File: src/hw/lcm_pkg.sv
// Purpose: Shared types and constants of the consist manager
// Assumes: Addresses up to 9999, speed steps in the locomotive's own resolution
// Notes: Error codes match the numbers shown on the throttle display
package lcm_pkg;
  // ----------------------------------------------------------------
  // Widths and basic values
  // ----------------------------------------------------------------
  typedef logic [13:0] lcm_addr_t;
  typedef logic [6:0] lcm_step_t;
  localparam lcm_addr_t ANALOG_ADDR = 14'h0000;
  localparam lcm_step_t SPD_STOP = 7'h00;
  localparam logic [6:0] MU_ADDR_MIN = 7'h01;
  localparam logic [6:0] MU_ADDR_MAX = 7'h63;
  localparam logic [6:0] MU_ADDR_NONE = 7'h00;
  localparam logic [3:0] MU_CNT_MAX = 4'hF;

  // ----------------------------------------------------------------
  // Displayed error codes
  // ----------------------------------------------------------------
  localparam logic [7:0] ERR_NONE = 8'h00;
  localparam logic [7:0] ERR_NOT_USED = 8'h18;
  localparam logic [7:0] ERR_FOREIGN = 8'h19;
  localparam logic [7:0] ERR_MEMBER = 8'h1A;
  localparam logic [7:0] ERR_MOVING = 8'h1B;
  localparam logic [7:0] ERR_ADDR0 = 8'h1C;
  localparam logic [7:0] ERR_MU_ADDR = 8'h1D;

  // ----------------------------------------------------------------
  // Speed-step resolutions and their top steps
  // ----------------------------------------------------------------
  typedef enum logic [1:0] {RES_14, RES_27, RES_28, RES_128} lcm_res_t;
  localparam lcm_step_t MAX_14 = 7'h0E;
  localparam lcm_step_t MAX_27 = 7'h1B;
  localparam lcm_step_t MAX_28 = 7'h1C;
  localparam lcm_step_t MAX_128 = 7'h7E;

  // ----------------------------------------------------------------
  // Carriers
  // ----------------------------------------------------------------
  typedef enum logic [1:0] {CMD_SPEED, CMD_FUNC, CMD_MU_SET, CMD_MU_CLEAR} lcm_kind_t;
  typedef struct packed {
    lcm_kind_t kind;
    lcm_addr_t addr;
    logic dir;
    lcm_step_t spd;
    logic [3:0] func_num;
    logic func_on;
    logic [6:0] mu_addr;
  } lcm_cmd_t;

  typedef enum logic [2:0] {IND_SINGLE, IND_PAIR, IND_MU, IND_MEMBER, IND_ERROR} lcm_ind_t;
  typedef struct packed {
    lcm_ind_t ind;
    lcm_addr_t addr;
    lcm_step_t spd;
    logic dir;
    logic [7:0] err;
    logic show_func;
  } lcm_disp_t;

  typedef struct packed {
    lcm_addr_t addr;
    lcm_res_t res;
    logic used;
    lcm_step_t spd;
    logic dir;
  } lcm_slot_t;

  localparam lcm_slot_t SLOT_RST = '{addr: ANALOG_ADDR, res: RES_28, used: 1'b0,
                                     spd: SPD_STOP, dir: 1'b0};
  localparam lcm_cmd_t CMD_RST = '{kind: CMD_SPEED, addr: ANALOG_ADDR, dir: 1'b0,
                                   spd: SPD_STOP, func_num: 4'h0, func_on: 1'b0,
                                   mu_addr: MU_ADDR_NONE};
  localparam lcm_disp_t DISP_RST = '{ind: IND_SINGLE, addr: ANALOG_ADDR, spd: SPD_STOP,
                                     dir: 1'b0, err: ERR_NONE, show_func: 1'b1};
endpackage : lcm_pkg

File: src/hw/lcm_consist_mgr.sv
// Purpose: Pairing and multi-unit consist control of a handheld throttle
// Assumes: Key inputs are one-cycle pulses, status inputs are levels
// Notes: At most one of the six decoded keys is taken per cycle, lowest key bit first
`timescale 1ns/1ps
module lcm_consist_mgr import lcm_pkg::*; (
  // Clock and reset
  input wire logic ref_clk_i,
  input wire logic sys_rst_i,
  // Locomotive selection
  input wire logic sel_i,
  input wire logic sel_slot_i,
  input wire lcm_addr_t sel_addr_i,
  input wire lcm_res_t sel_res_i,
  input wire logic swap_i,
  // Operation and function keys
  input wire logic speed_key_i,
  input wire lcm_step_t speed_step_i,
  input wire logic dir_i,
  input wire logic func_key_i,
  input wire logic [3:0] func_num_i,
  input wire logic func_on_i,
  input wire logic minus_held_i,
  // Pairing and menu keys
  input wire logic pair_key_i,
  input wire logic unpair_key_i,
  input wire logic enter_key_i,
  input wire logic abort_key_i,
  input wire logic clear_entry_key_i,
  // Multi-unit consist keys
  input wire logic mu_add_key_i,
  input wire logic mu_remove_key_i,
  input wire logic [6:0] mu_addr_i,
  input wire logic mu_show_i,
  // Command station status per slot
  input wire logic [1:0] foreign_i,
  input wire logic [1:0] member_elsewhere_i,
  // Track commands
  output logic cmd_valid_o,
  output lcm_cmd_t cmd_o,
  // Display
  output lcm_disp_t disp_o
);
  // ----------------------------------------------------------------
  // State and wiring
  // ----------------------------------------------------------------
  typedef enum logic [1:0] {ST_RUN, ST_ERR, ST_RM_ASK, ST_SECOND} lcm_state_t;
  lcm_state_t state;
  logic [7:0] err_code;
  lcm_slot_t [1:0] slot;
  logic [1:0] load, mark, spd_we;
  lcm_step_t [1:0] spd_v;
  logic cur, oth, last_sel, shown, paired;
  logic [1:0] in_mu;
  logic [6:0] mu_addr;
  logic [3:0] mu_count;
  logic [1:0][7:0] chk;
  logic [7:0] pair_err, mu_err, fail_code;
  logic [5:0] keys, first;
  logic run, mu_view, fail;
  logic do_speed, do_func, do_pair, do_mu_add, do_mu_rem, do_unpair;

  // Top step of a resolution
  function automatic lcm_step_t max_of(input lcm_res_t r);
    lcm_step_t m;
    unique case (r)
      RES_14: m = MAX_14;
      RES_27: m = MAX_27;
      RES_28: m = MAX_28;
      RES_128: m = MAX_128;
    endcase
    return m;
  endfunction : max_of

  // Rescale a step between resolutions; truncates, so stop stays stop
  function automatic lcm_step_t conv(input lcm_step_t s, input lcm_res_t f,
                                     input lcm_res_t t);
    logic [13:0] p;
    logic [13:0] q;
    p = {7'h00, s} * {7'h00, max_of(t)};
    q = p / {7'h00, max_of(f)};
    return q[6:0];
  endfunction : conv

  // ----------------------------------------------------------------
  // Locomotive memories
  // ----------------------------------------------------------------
  for (genvar g = 0; g < 2; g++) begin : g_slot
    lcm_slot u_slot (
      .ref_clk_i(ref_clk_i),
      .sys_rst_i(sys_rst_i),
      .load_i(load[g]),
      .addr_i(sel_addr_i),
      .res_i(sel_res_i),
      .mark_i(mark[g]),
      .spd_we_i(spd_we[g]),
      .spd_i(spd_v[g]),
      .dir_i(dir_i),
      .slot_o(slot[g])
    );
  end

  // ----------------------------------------------------------------
  // Key decode
  // ----------------------------------------------------------------
  // Lowest set bit wins, so no two of the six decoded keys act in one cycle; select and swap still can
  assign oth = ~cur;
  assign run = (state == ST_RUN);
  assign mu_view = mu_show_i && (mu_count != 4'h0);
  assign keys = {unpair_key_i, mu_remove_key_i, mu_add_key_i, pair_key_i,
                 func_key_i, speed_key_i} & {6{run}};
  assign first = keys & (~keys + 6'h01);
  assign do_speed = first[0];
  assign do_func = first[1] && !mu_view;
  assign do_pair = first[2] && !paired && (pair_err == ERR_NONE);
  assign do_mu_add = first[3] && (mu_err == ERR_NONE) && (mu_count != MU_CNT_MAX);
  assign do_mu_rem = first[4] && in_mu[cur];
  assign do_unpair = first[5] && paired;
  // A pair key while already paired reports its members as taken
  assign fail = (first[2] && (pair_err != ERR_NONE)) ||
                (first[3] && (mu_err != ERR_NONE));
  assign fail_code = first[2] ? pair_err : mu_err;

  // ----------------------------------------------------------------
  // Formation checks
  // ----------------------------------------------------------------
  // Order fixes which code shows when several checks fail at once
  always_comb begin
    for (int i = 0; i < 2; i++) begin
      if (slot[i].addr == ANALOG_ADDR) begin
        chk[i] = ERR_ADDR0;
      end else if (!slot[i].used) begin
        chk[i] = ERR_NOT_USED;
      end else if (foreign_i[i]) begin
        chk[i] = ERR_FOREIGN;
      end else if (member_elsewhere_i[i] || in_mu[i] || paired) begin
        chk[i] = ERR_MEMBER;
      end else if (slot[i].spd != SPD_STOP) begin
        chk[i] = ERR_MOVING;
      end else begin
        chk[i] = ERR_NONE;
      end
    end
  end

  // First failing slot reports; consist address range checked on first join
  assign pair_err = (chk[0] != ERR_NONE) ? chk[0] : chk[1];
  assign mu_err = ((mu_count == 4'h0) && ((mu_addr_i < MU_ADDR_MIN) ||
                  (mu_addr_i > MU_ADDR_MAX))) ? ERR_MU_ADDR : chk[cur];

  // ----------------------------------------------------------------
  // Slot update controls
  // ----------------------------------------------------------------
  // A paired slot cannot be reloaded, which would break the pairing
  always_comb begin
    load = 2'b00;
    mark = 2'b00;
    spd_we = 2'b00;
    spd_v[0] = slot[0].spd;
    spd_v[1] = slot[1].spd;
    if (sel_i && run && !paired) begin
      load[sel_slot_i] = 1'b1;
    end
    if (do_speed) begin
      mark[cur] = 1'b1;
      spd_we[cur] = 1'b1;
      spd_v[cur] = speed_step_i;
      if (paired) begin
        mark[oth] = 1'b1;
        spd_we[oth] = 1'b1;
        spd_v[oth] = conv(speed_step_i, slot[cur].res, slot[oth].res);
      end
    end
    if (do_func) begin
      mark[cur] = 1'b1;
    end
  end

  // ----------------------------------------------------------------
  // Control sequence
  // ----------------------------------------------------------------
  // Error holds every key but clear-entry; removal waits for confirm
  always_ff @(posedge ref_clk_i or posedge sys_rst_i) begin
    if (sys_rst_i) begin
      state <= ST_RUN;
      err_code <= ERR_NONE;
    end else begin
      unique case (state)
        ST_RUN: begin
          if (fail) begin
            state <= ST_ERR;
            err_code <= fail_code;
          end else if (do_speed && paired) begin
            state <= ST_SECOND;
          end else if (do_unpair) begin
            state <= ST_RM_ASK;
          end
        end
        ST_ERR: begin
          if (clear_entry_key_i) begin
            state <= ST_RUN;
            err_code <= ERR_NONE;
          end
        end
        ST_RM_ASK: begin
          if (abort_key_i || enter_key_i) begin
            state <= ST_RUN;
          end
        end
        ST_SECOND: begin
          state <= ST_RUN;
        end
      endcase
    end
  end

  // ----------------------------------------------------------------
  // Pairing and view
  // ----------------------------------------------------------------
  // Abort beats a confirm in the same cycle, keeping the pair
  always_ff @(posedge ref_clk_i or posedge sys_rst_i) begin
    if (sys_rst_i) begin
      paired <= 1'b0;
    end else if (do_pair) begin
      paired <= 1'b1;
    end else if ((state == ST_RM_ASK) && enter_key_i && !abort_key_i) begin
      paired <= 1'b0;
    end
  end

  // Slot on view follows selection, swap, and the first-added loco
  always_ff @(posedge ref_clk_i or posedge sys_rst_i) begin
    if (sys_rst_i) begin
      cur <= 1'b0;
      last_sel <= 1'b0;
    end else if (|load) begin
      cur <= sel_slot_i;
      last_sel <= sel_slot_i;
    end else if (do_pair) begin
      cur <= ~last_sel;
    end else if (run && swap_i) begin
      cur <= ~cur;
    end
  end

  // ----------------------------------------------------------------
  // Multi-unit consist
  // ----------------------------------------------------------------
  // Reloading a slot forgets local membership; the station still knows it
  always_ff @(posedge ref_clk_i or posedge sys_rst_i) begin
    if (sys_rst_i) begin
      in_mu <= 2'b00;
      mu_count <= 4'h0;
      mu_addr <= MU_ADDR_NONE;
    end else begin
      if (do_mu_add) begin
        in_mu[cur] <= 1'b1;
        mu_count <= mu_count + 4'h1;
        if (mu_count == 4'h0) begin
          mu_addr <= mu_addr_i;
        end
      end else if (do_mu_rem) begin
        in_mu[cur] <= 1'b0;
        mu_count <= mu_count - 4'h1;
        if (mu_count == 4'h1) begin
          mu_addr <= MU_ADDR_NONE;
        end
      end
      for (int i = 0; i < 2; i++) begin
        if (load[i]) begin
          in_mu[i] <= 1'b0;
        end
      end
    end
  end

  // ----------------------------------------------------------------
  // Track commands
  // ----------------------------------------------------------------
  // Second pair command reads the slot already rescaled last cycle
  always_ff @(posedge ref_clk_i or posedge sys_rst_i) begin
    if (sys_rst_i) begin
      cmd_valid_o <= 1'b0;
      cmd_o <= CMD_RST;
    end else begin
      cmd_valid_o <= 1'b0;
      if (state == ST_SECOND) begin
        cmd_valid_o <= 1'b1;
        cmd_o.kind <= CMD_SPEED;
        cmd_o.addr <= slot[oth].addr;
        cmd_o.spd <= slot[oth].spd;
        cmd_o.dir <= slot[oth].dir;
      end else if (do_speed) begin
        cmd_valid_o <= 1'b1;
        cmd_o.kind <= CMD_SPEED;
        cmd_o.dir <= dir_i;
        if (in_mu[cur] || mu_view) begin
          cmd_o.addr <= {7'h00, mu_addr};
          cmd_o.spd <= conv(speed_step_i, slot[cur].res, RES_28);
        end else begin
          cmd_o.addr <= slot[cur].addr;
          cmd_o.spd <= speed_step_i;
        end
      end else if (do_func) begin
        cmd_valid_o <= 1'b1;
        cmd_o.kind <= CMD_FUNC;
        cmd_o.addr <= slot[cur].addr;
        cmd_o.func_num <= func_num_i;
        cmd_o.func_on <= func_on_i;
      end else if (do_mu_add) begin
        cmd_valid_o <= 1'b1;
        cmd_o.kind <= CMD_MU_SET;
        cmd_o.addr <= slot[cur].addr;
        cmd_o.mu_addr <= (mu_count == 4'h0) ? mu_addr_i : mu_addr;
      end else if (do_mu_rem) begin
        cmd_valid_o <= 1'b1;
        cmd_o.kind <= CMD_MU_CLEAR;
        cmd_o.addr <= slot[cur].addr;
        cmd_o.mu_addr <= mu_addr;
      end
    end
  end

  // ----------------------------------------------------------------
  // Display
  // ----------------------------------------------------------------
  assign shown = (paired && minus_held_i) ? oth : cur;

  // Registered so the panel never sees decode glitches
  always_ff @(posedge ref_clk_i or posedge sys_rst_i) begin
    if (sys_rst_i) begin
      disp_o <= DISP_RST;
    end else if (state == ST_ERR) begin
      disp_o.ind <= IND_ERROR;
      disp_o.err <= err_code;
      disp_o.show_func <= 1'b0;
    end else if (mu_view) begin
      disp_o.ind <= IND_MU;
      disp_o.addr <= {7'h00, mu_addr};
      disp_o.err <= ERR_NONE;
      disp_o.show_func <= 1'b0;
    end else begin
      disp_o.ind <= paired ? IND_PAIR : (in_mu[shown] ? IND_MEMBER : IND_SINGLE);
      disp_o.addr <= slot[shown].addr;
      disp_o.spd <= slot[shown].spd;
      disp_o.dir <= slot[shown].dir;
      disp_o.err <= ERR_NONE;
      disp_o.show_func <= 1'b1;
    end
  end
endmodule : lcm_consist_mgr

File: src/hw/lcm_slot.sv
// Purpose: One locomotive memory of the throttle
// Assumes: Load wins over any update in the same cycle
// Notes: A freshly loaded locomotive counts as never commanded
`timescale 1ns/1ps
module lcm_slot import lcm_pkg::*; (
  // Clock and reset
  input wire logic ref_clk_i,
  input wire logic sys_rst_i,
  // Load a new locomotive
  input wire logic load_i,
  input wire lcm_addr_t addr_i,
  input wire lcm_res_t res_i,
  // Updates from operation keys
  input wire logic mark_i,
  input wire logic spd_we_i,
  input wire lcm_step_t spd_i,
  input wire logic dir_i,
  // Stored state
  output lcm_slot_t slot_o
);
  // ----------------------------------------------------------------
  // Storage
  // ----------------------------------------------------------------
  // Speed starts at stop, so a new pairing candidate is not refused as moving
  always_ff @(posedge ref_clk_i or posedge sys_rst_i) begin
    if (sys_rst_i) begin
      slot_o <= SLOT_RST;
    end else if (load_i) begin
      slot_o.addr <= addr_i;
      slot_o.res <= res_i;
      slot_o.used <= 1'b0;
      slot_o.spd <= SPD_STOP;
      slot_o.dir <= 1'b0;
    end else begin
      if (mark_i) begin
        slot_o.used <= 1'b1;
      end
      if (spd_we_i) begin
        slot_o.spd <= spd_i;
        slot_o.dir <= dir_i;
      end
    end
  end
endmodule : lcm_slot

File: config.mk
export PLATFORM = sky130hd
export DESIGN_NAME = lcm_consist_mgr
export DESIGN_NICKNAME = d
export VERILOG_FILES = /design/src/hw/lcm_pkg.sv /design/src/hw/lcm_consist_mgr.sv /design/src/hw/lcm_slot.sv
export SDC_FILE = /design/constraint.sdc
export NUM_CORES = 1
export LEC_CHECK = 0
export CAP_MARGIN = 20
export CORE_ASPECT_RATIO = 0.6
export CORE_UTILIZATION = 60
export CTS_CLUSTER_SIZE = 14
export DETAILED_ROUTE_END_ITERATION = 7
export DONT_BUFFER_PORTS = 1
export MAX_ROUTING_LAYER = met4
export PLACE_DENSITY = 0.84
export SLEW_MARGIN = 15
export SYNTH_ARGS = -nofsm -noshare
export SYNTH_HDL_FRONTEND = slang
export SYNTH_SLANG_ARGS = --single-unit
File: constraint.sdc
create_clock -name ref_clk_i -period 24.6 [get_ports ref_clk_i]
set_input_delay 2.46 -clock ref_clk_i [delete_from_list [all_inputs] [get_ports ref_clk_i]]
set_output_delay 2.46 -clock ref_clk_i [all_outputs]
set_load 0.01 [all_outputs]
==> impl_metrics.ini, run 1 <==
[status]
status = complete, no violations

[placement]
gp_congestion = 1.01
io_buffers = 0
dp_cells = 2438
place_hpwl_um = 38900

[drt]
initialDrtViolationCount = 1922
firstDrtPassIters = 7
wl_per_cell_um = 20.7
ant_nets = 0
num_vias = 16817
drt-total-wl_um = 51800
drc_errors = 0
viasPerCell = 6.74

[clocking]
holdBufCountCts = 0
clk_pin_slew_ns = 0.06
root_buffer = clkbuf_16
clkLatencyLatePin_ns = 0.43
htreeDepth = 4
clock-sinks = 139
clock_path_buffers = 2
numCtsBuffers = 17
cts_tree = done

[die]
initial_core_util_pct = 61.2
die_area_sq_um = 28800
die_x_um = 218
std_cell_rows = 47
dieHeight_um = 132
core_sq_um = 27600
io_pins = 127

[timing]
clock.fmax_mhz = 42.0
tightest_slew_ns = 1.09
timing.hold.ws_ns = 0.468
slew_headroom_pct = 26.5
post-route-min-period_ns = 23.80
finalSetupViolations = 0
period_share_pct = 96.7
final-hold-violation-count = 0
maxSlewViolCount = 0
fin_skew_ns = 0.00899

[critical_path]
worst-path-buf-inv = 10
rrSetupSlack_ns = 1.41
start_kind = input port
path_class = in -> reg
critPathTopFamily = simple AND/OR/NAND/NOR gates
cpPeakStageDelay_ns = 0.58
cp-end-kind = flip-flop
cp_max_fo = 12
crit_arrival_ns = 24.10
cp_data_required_time_ns = 24.90
crit_slowest_cell = fa_1

[global_routing]
grt_pass1_wl_um = 81300
first_global_vias = 15372
grt_max_degree = 78
antenna_found_initial = 0
gr-usage-all-layers_pct = 36.0
grt_overflow = 0

[synthesis]
yosysWarnings = 0
synthArstFlopShare_pct = 100
syn_area_sq_um = 16900
synth_edf_count = 0
synthDistinctLibCells = 114
synth-seq-area-share_pct = 20.6
avgSynthCellArea_sq_um = 8.12
synth_cells = 2078
yosys_register_bits = 139
ys.flop_type = dfrtp_1

[finish]
drive_gt1_share_pct = 15.0
final_cell_mix = 199 x nand2_1, 186 x nor2_1, 171 x ha_1
area_growth_pct = 11.5
final_common_cell = nand2_1
diodes = 0
final_net_count = 2386
instances_no_fill = 2496

[worst_hold_path]
hold_class = reg -> reg

[run]
maxCapViolations = 0
[synthesized netlist by cell type, types with 10 or more instances]
cell type	number	area [sq um]
o31ai_1	12	90.1
mux2i_1	62	621
xnor2_1	53	464
o21a_1	39	293
or2_2	17	106
nor2b_1	27	169
o211ai_1	17	128
nand2_1	200	751
a41oi_1	10	87.6
a211oi_1	39	293
or3_1	16	100
dfrtp_1	136	3400
nand2b_1	26	163
ha_1	183	2290
mux2_2	45	507
nor3_1	42	210
a21oi_1	149	746
xor2_1	31	272
nor2_1	196	736
a31oi_1	21	131
o21ai_0	108	541
inv_1	116	435
and3_1	22	138
nor4_1	18	113
and2_1	42	263
fa_1	30	601
nand3_1	55	275
nand4_1	21	131
a221oi_1	26	228
clkbuf_1	44	165
a21o_1	41	308
o21ai_1	15	75.1
[state kept, by name, summed over array words and instances (netlist names), 2 cells and up]
signal / cells
mu_addr: 7
cmd_o: 36
err_code: 4
mu_count: 4
disp_o: 30
in_mu: 2
state: 2
g_slot.u_slot.slot_o: 50
[metrics by stage]
stage	util (%)	cell area [sq um]	setup TNS (ns)	setup slack [ns]
after floorplan	-	16900	0	0.0440
after global placement	63.4	17500	-0.248	-0.125
after detailed placement	63.4	17500	-1.80	-0.909
after CTS	65.6	18100	0	0.0458
after global routing	68.2	18800	-0.566	-0.293
final	68.2	18800	0	0.800
[tightest hold or removal path: cells and delay by family, from the launching register on]
family	cells	cell delay (ns)
DFF	1	0.33
and+or+nand+nor	2	0.10
[layer usage]
layer | wire, um | global-route usage [%] | share of wire (%) | up-vias
met2 | 21600 | 49.7 | 42 | 900
met3 | 6130 | 10.0 | 12 | 104
li1 | - | - | - | 7730
met4 | 935 | 6.84 | 1.8 | 0
met1 | 23000 | 52.1 | 45 | 8083
met5 | 0 | - | 0 | -
[cells by family after synthesis]
| group | count (synthesis) | synth area share [%] |
|---|---|---|
| and+or+nand+nor | 745 | 22.0 |
| DFF | 139 | 20.6 |
| buffers and inverters | 186 | 4.44 |
| xor gates and xnor gates | 84 | 4.36 |
| other | 1 | 0.0222 |
| adders and majority gates | 213 | 17.1 |
| AOI/OAI and AO/OA | 599 | 24.4 |
| muxes | 111 | 7.02 |
[layout make-up]
type	instances	area [sq um]
Timing Repair Buffer	83	638
Clock inverter	13	96.3
Sequential cell	139	3480
Multi-Input combinational cell	1757	13200
Clock buffer	18	439
Inverter	119	458
Fill cell	2174	8770
Tap cell	367	459
[repair_timing]
action | CTS | global route
setup buffers | 3 | 23
endpoints found under the setup margin | 2 | 5
pin swaps | 5 | 27
gates cloned | 0 | 1
resized for setup | 11 | 108
[final timing paths]
path                            depth (start not counted)                                    from                                     end
worst max-delay path                                  112                         speed_step_i[1]  g_slot[1].u_slot.slot_o[1]$_DFFE_PP0P_
worst min-delay path                                    2                 err_code[3]$_DFFE_PP0P_                 err_code[3]$_DFFE_PP0P_
worst max register to register                        114  g_slot[1].u_slot.slot_o[9]$_DFFE_PP0P_  g_slot[1].u_slot.slot_o[1]$_DFFE_PP0P_
worst min register to register                          2                 err_code[3]$_DFFE_PP0P_                 err_code[3]$_DFFE_PP0P_
max in group asynchronous                               2                               sys_rst_i  g_slot[0].u_slot.slot_o[9]$_DFFE_PP0P_
min in group asynchronous                               1                               sys_rst_i                    cmd_o[0]$_DFFE_PP0P_
Power of run 1 is not shown: default switching activity piles up to over one toggle a cycle in this logic, so the estimate is an artifact.
==> inputs of run 2 (changes only) <==
BUFFER_PORTS_ARGS = -buffer_cell sky130_fd_sc_hd__buf_4   (was default)
CORE_UTILIZATION = 57   (was 60)
DONT_BUFFER_PORTS = default   (was 1)
==> impl_metrics.ini, run 2 (same netlist as run 1, synthesis figures left out) <==
[die]
std_cell_rows = 48
initial_core_util_pct = 58.4
core_sq_um = 28900
dieHeight_um = 135
io_pins = 127
die_x_um = 224
die_area_sq_um = 30300

[critical_path]
cp-end-kind = flip-flop
critPathTopFamily = simple AND/OR/NAND/NOR gates
rrSetupSlack_ns = 1.45
reg2reg_to = g_slot[0].u_slot.slot_o[1]$_DFFE_PP0P_
cpPeakStageDelay_ns = 0.55
path_class = in -> reg
cp_data_required_time_ns = 24.90
crit_arrival_ns = 24.06
start_kind = input port
path_common_cell = ha_1
reg2reg_depth = 112
worst-path-buf-inv = 13
crit_slowest_cell = fa_1
cp_max_fo = 11
rr_startpoint = g_slot[1].u_slot.slot_o[9]$_DFFE_PP0P_

[worst_hold_path]
holdPathEnd = err_code[0]$_DFFE_PP0P_
hold_class = reg -> reg
hold_depth = 1
hold_path_startpoint = err_code[0]$_DFFE_PP0P_

[timing]
clock.fmax_mhz = 42.1
post-route-min-period_ns = 23.76
tightest_slew_ns = 0.955
fin_skew_ns = 0.0149
slew_headroom_pct = 35.6
timing.hold.ws_ns = 0.474
final-hold-violation-count = 0
finalSetupViolations = 0
maxSlewViolCount = 0
period_share_pct = 96.6

[finish]
regArea_sq_um = 3480
multi_input_area_sq_um = 13100
largest-register = g_slot.u_slot.slot_o
reg_top3 = g_slot.u_slot.slot_o: 50 flops, cmd_o: 36 flops, disp_o: 30 flops
final_common_cell = buf_4
final_net_count = 2523
nFillCells = 2295
area_growth_pct = 17.3
diodes = 0
stdcell_area_sq_um = 19800
drive_gt1_share_pct = 19.6
largest_reg_flops = 50
final_cell_mix = 219 x buf_4, 199 x nand2_1, 187 x nor2_1

[clocking]
numCtsBuffers = 17
cts_tree = done
clk_pin_slew_ns = 0.06
htreeDepth = 4
clock-sinks = 139
clock_path_buffers = 2
holdBufCountCts = 0
clkLatencyLatePin_ns = 0.44
root_buffer = clkbuf_16

[drt]
wl_per_cell_um = 20.0
drc_errors = 0
firstDrtPassIters = 7
viasPerCell = 6.47
num_vias = 17244
initialDrtViolationCount = 2099
ant_nets = 0
drt-total-wl_um = 53400

[global_routing]
grt_overflow = 0
gr-usage-all-layers_pct = 35.3
first_global_vias = 16009
grt_pass1_wl_um = 84000
antenna_found_initial = 1
grt_max_degree = 95

[placement]
place_hpwl_um = 40200
gp_congestion = 0.984
place_area_sq_um = 18600
io_buffers = 123

[status]
status = complete, no violations

[run]
maxCapViolations = 0
==> run 2: layer usage <==
metal  GRT usage (%)  vias to the layer above  routed length [um]
met2            48.6                      879               22000
li1                -                     8011                   -
met4            6.96                        0                1010
met3            9.35                      113                5830
met1            51.4                     8241               24600
met5               -                        -                   0
==> run 2: worst max path at each step <==
stage	start	endpoint	slack, ns	cells past startpoint
after global routing	speed_step_i[4]	g_slot[0].u_slot.slot_o[1]$_DFFE_PP0P_	-0.36	117
after global placement	speed_step_i[4]	g_slot[0].u_slot.slot_o[1]$_DFFE_PP0P_	0.01	110
after CTS	speed_step_i[4]	g_slot[0].u_slot.slot_o[1]$_DFFE_PP0P_	0.007	113
after floorplan	speed_step_i[5]	g_slot[0].u_slot.slot_o[1]$_DFFE_PP0P_	0.04	116
final	speed_step_i[4]	g_slot[0].u_slot.slot_o[1]$_DFFE_PP0P_	0.84	112
after detailed placement	speed_step_i[4]	g_slot[0].u_slot.slot_o[1]$_DFFE_PP0P_	-0.80	111
==> run 2: what timing repair did <==
item | CTS | global route
setup endpoints to repair | 2 | 5
resized for setup | 11 | 93
endpoints found under the hold margin | 0 | 0
pin swaps | 2 | 23
setup buffers | 1 | 21
==> run 2: through the flow <==
step	utilization, %	TNS, ns	setup slack [ns]	std cells
2_1_floorplan	-	0	0.0440	2081
3_3_place_gp	64.4	0	0.0123	2613
3_5_place_dp	64.4	-1.60	-0.802	2613
4_1_cts	66.5	0	0.00726	2646
5_1_grt	68.5	-0.839	-0.363	2667
6_report	68.5	0	0.844	2667
==> run 2: layout make-up <==
cell class	count	area share, %
clock buffer	17	2.15
inverter	119	2.28
tap	400	2.53
sequential	139	17.6
multi-input combinational	1756	66.3
clock inverter	15	0.702
timing repair buffer	221	8.43
==> run 2: worst register-to-register path: cells and delay by family, from the launching register on <==
family	cells	cell delay (ns)
simple gates	41	7.47
compound gates	41	7.21
fa+ha+maj	16	5.58
buf+inv	11	1.37
mux	3	0.84
flops	1	0.57
Power of run 2 is left out for the same reason.
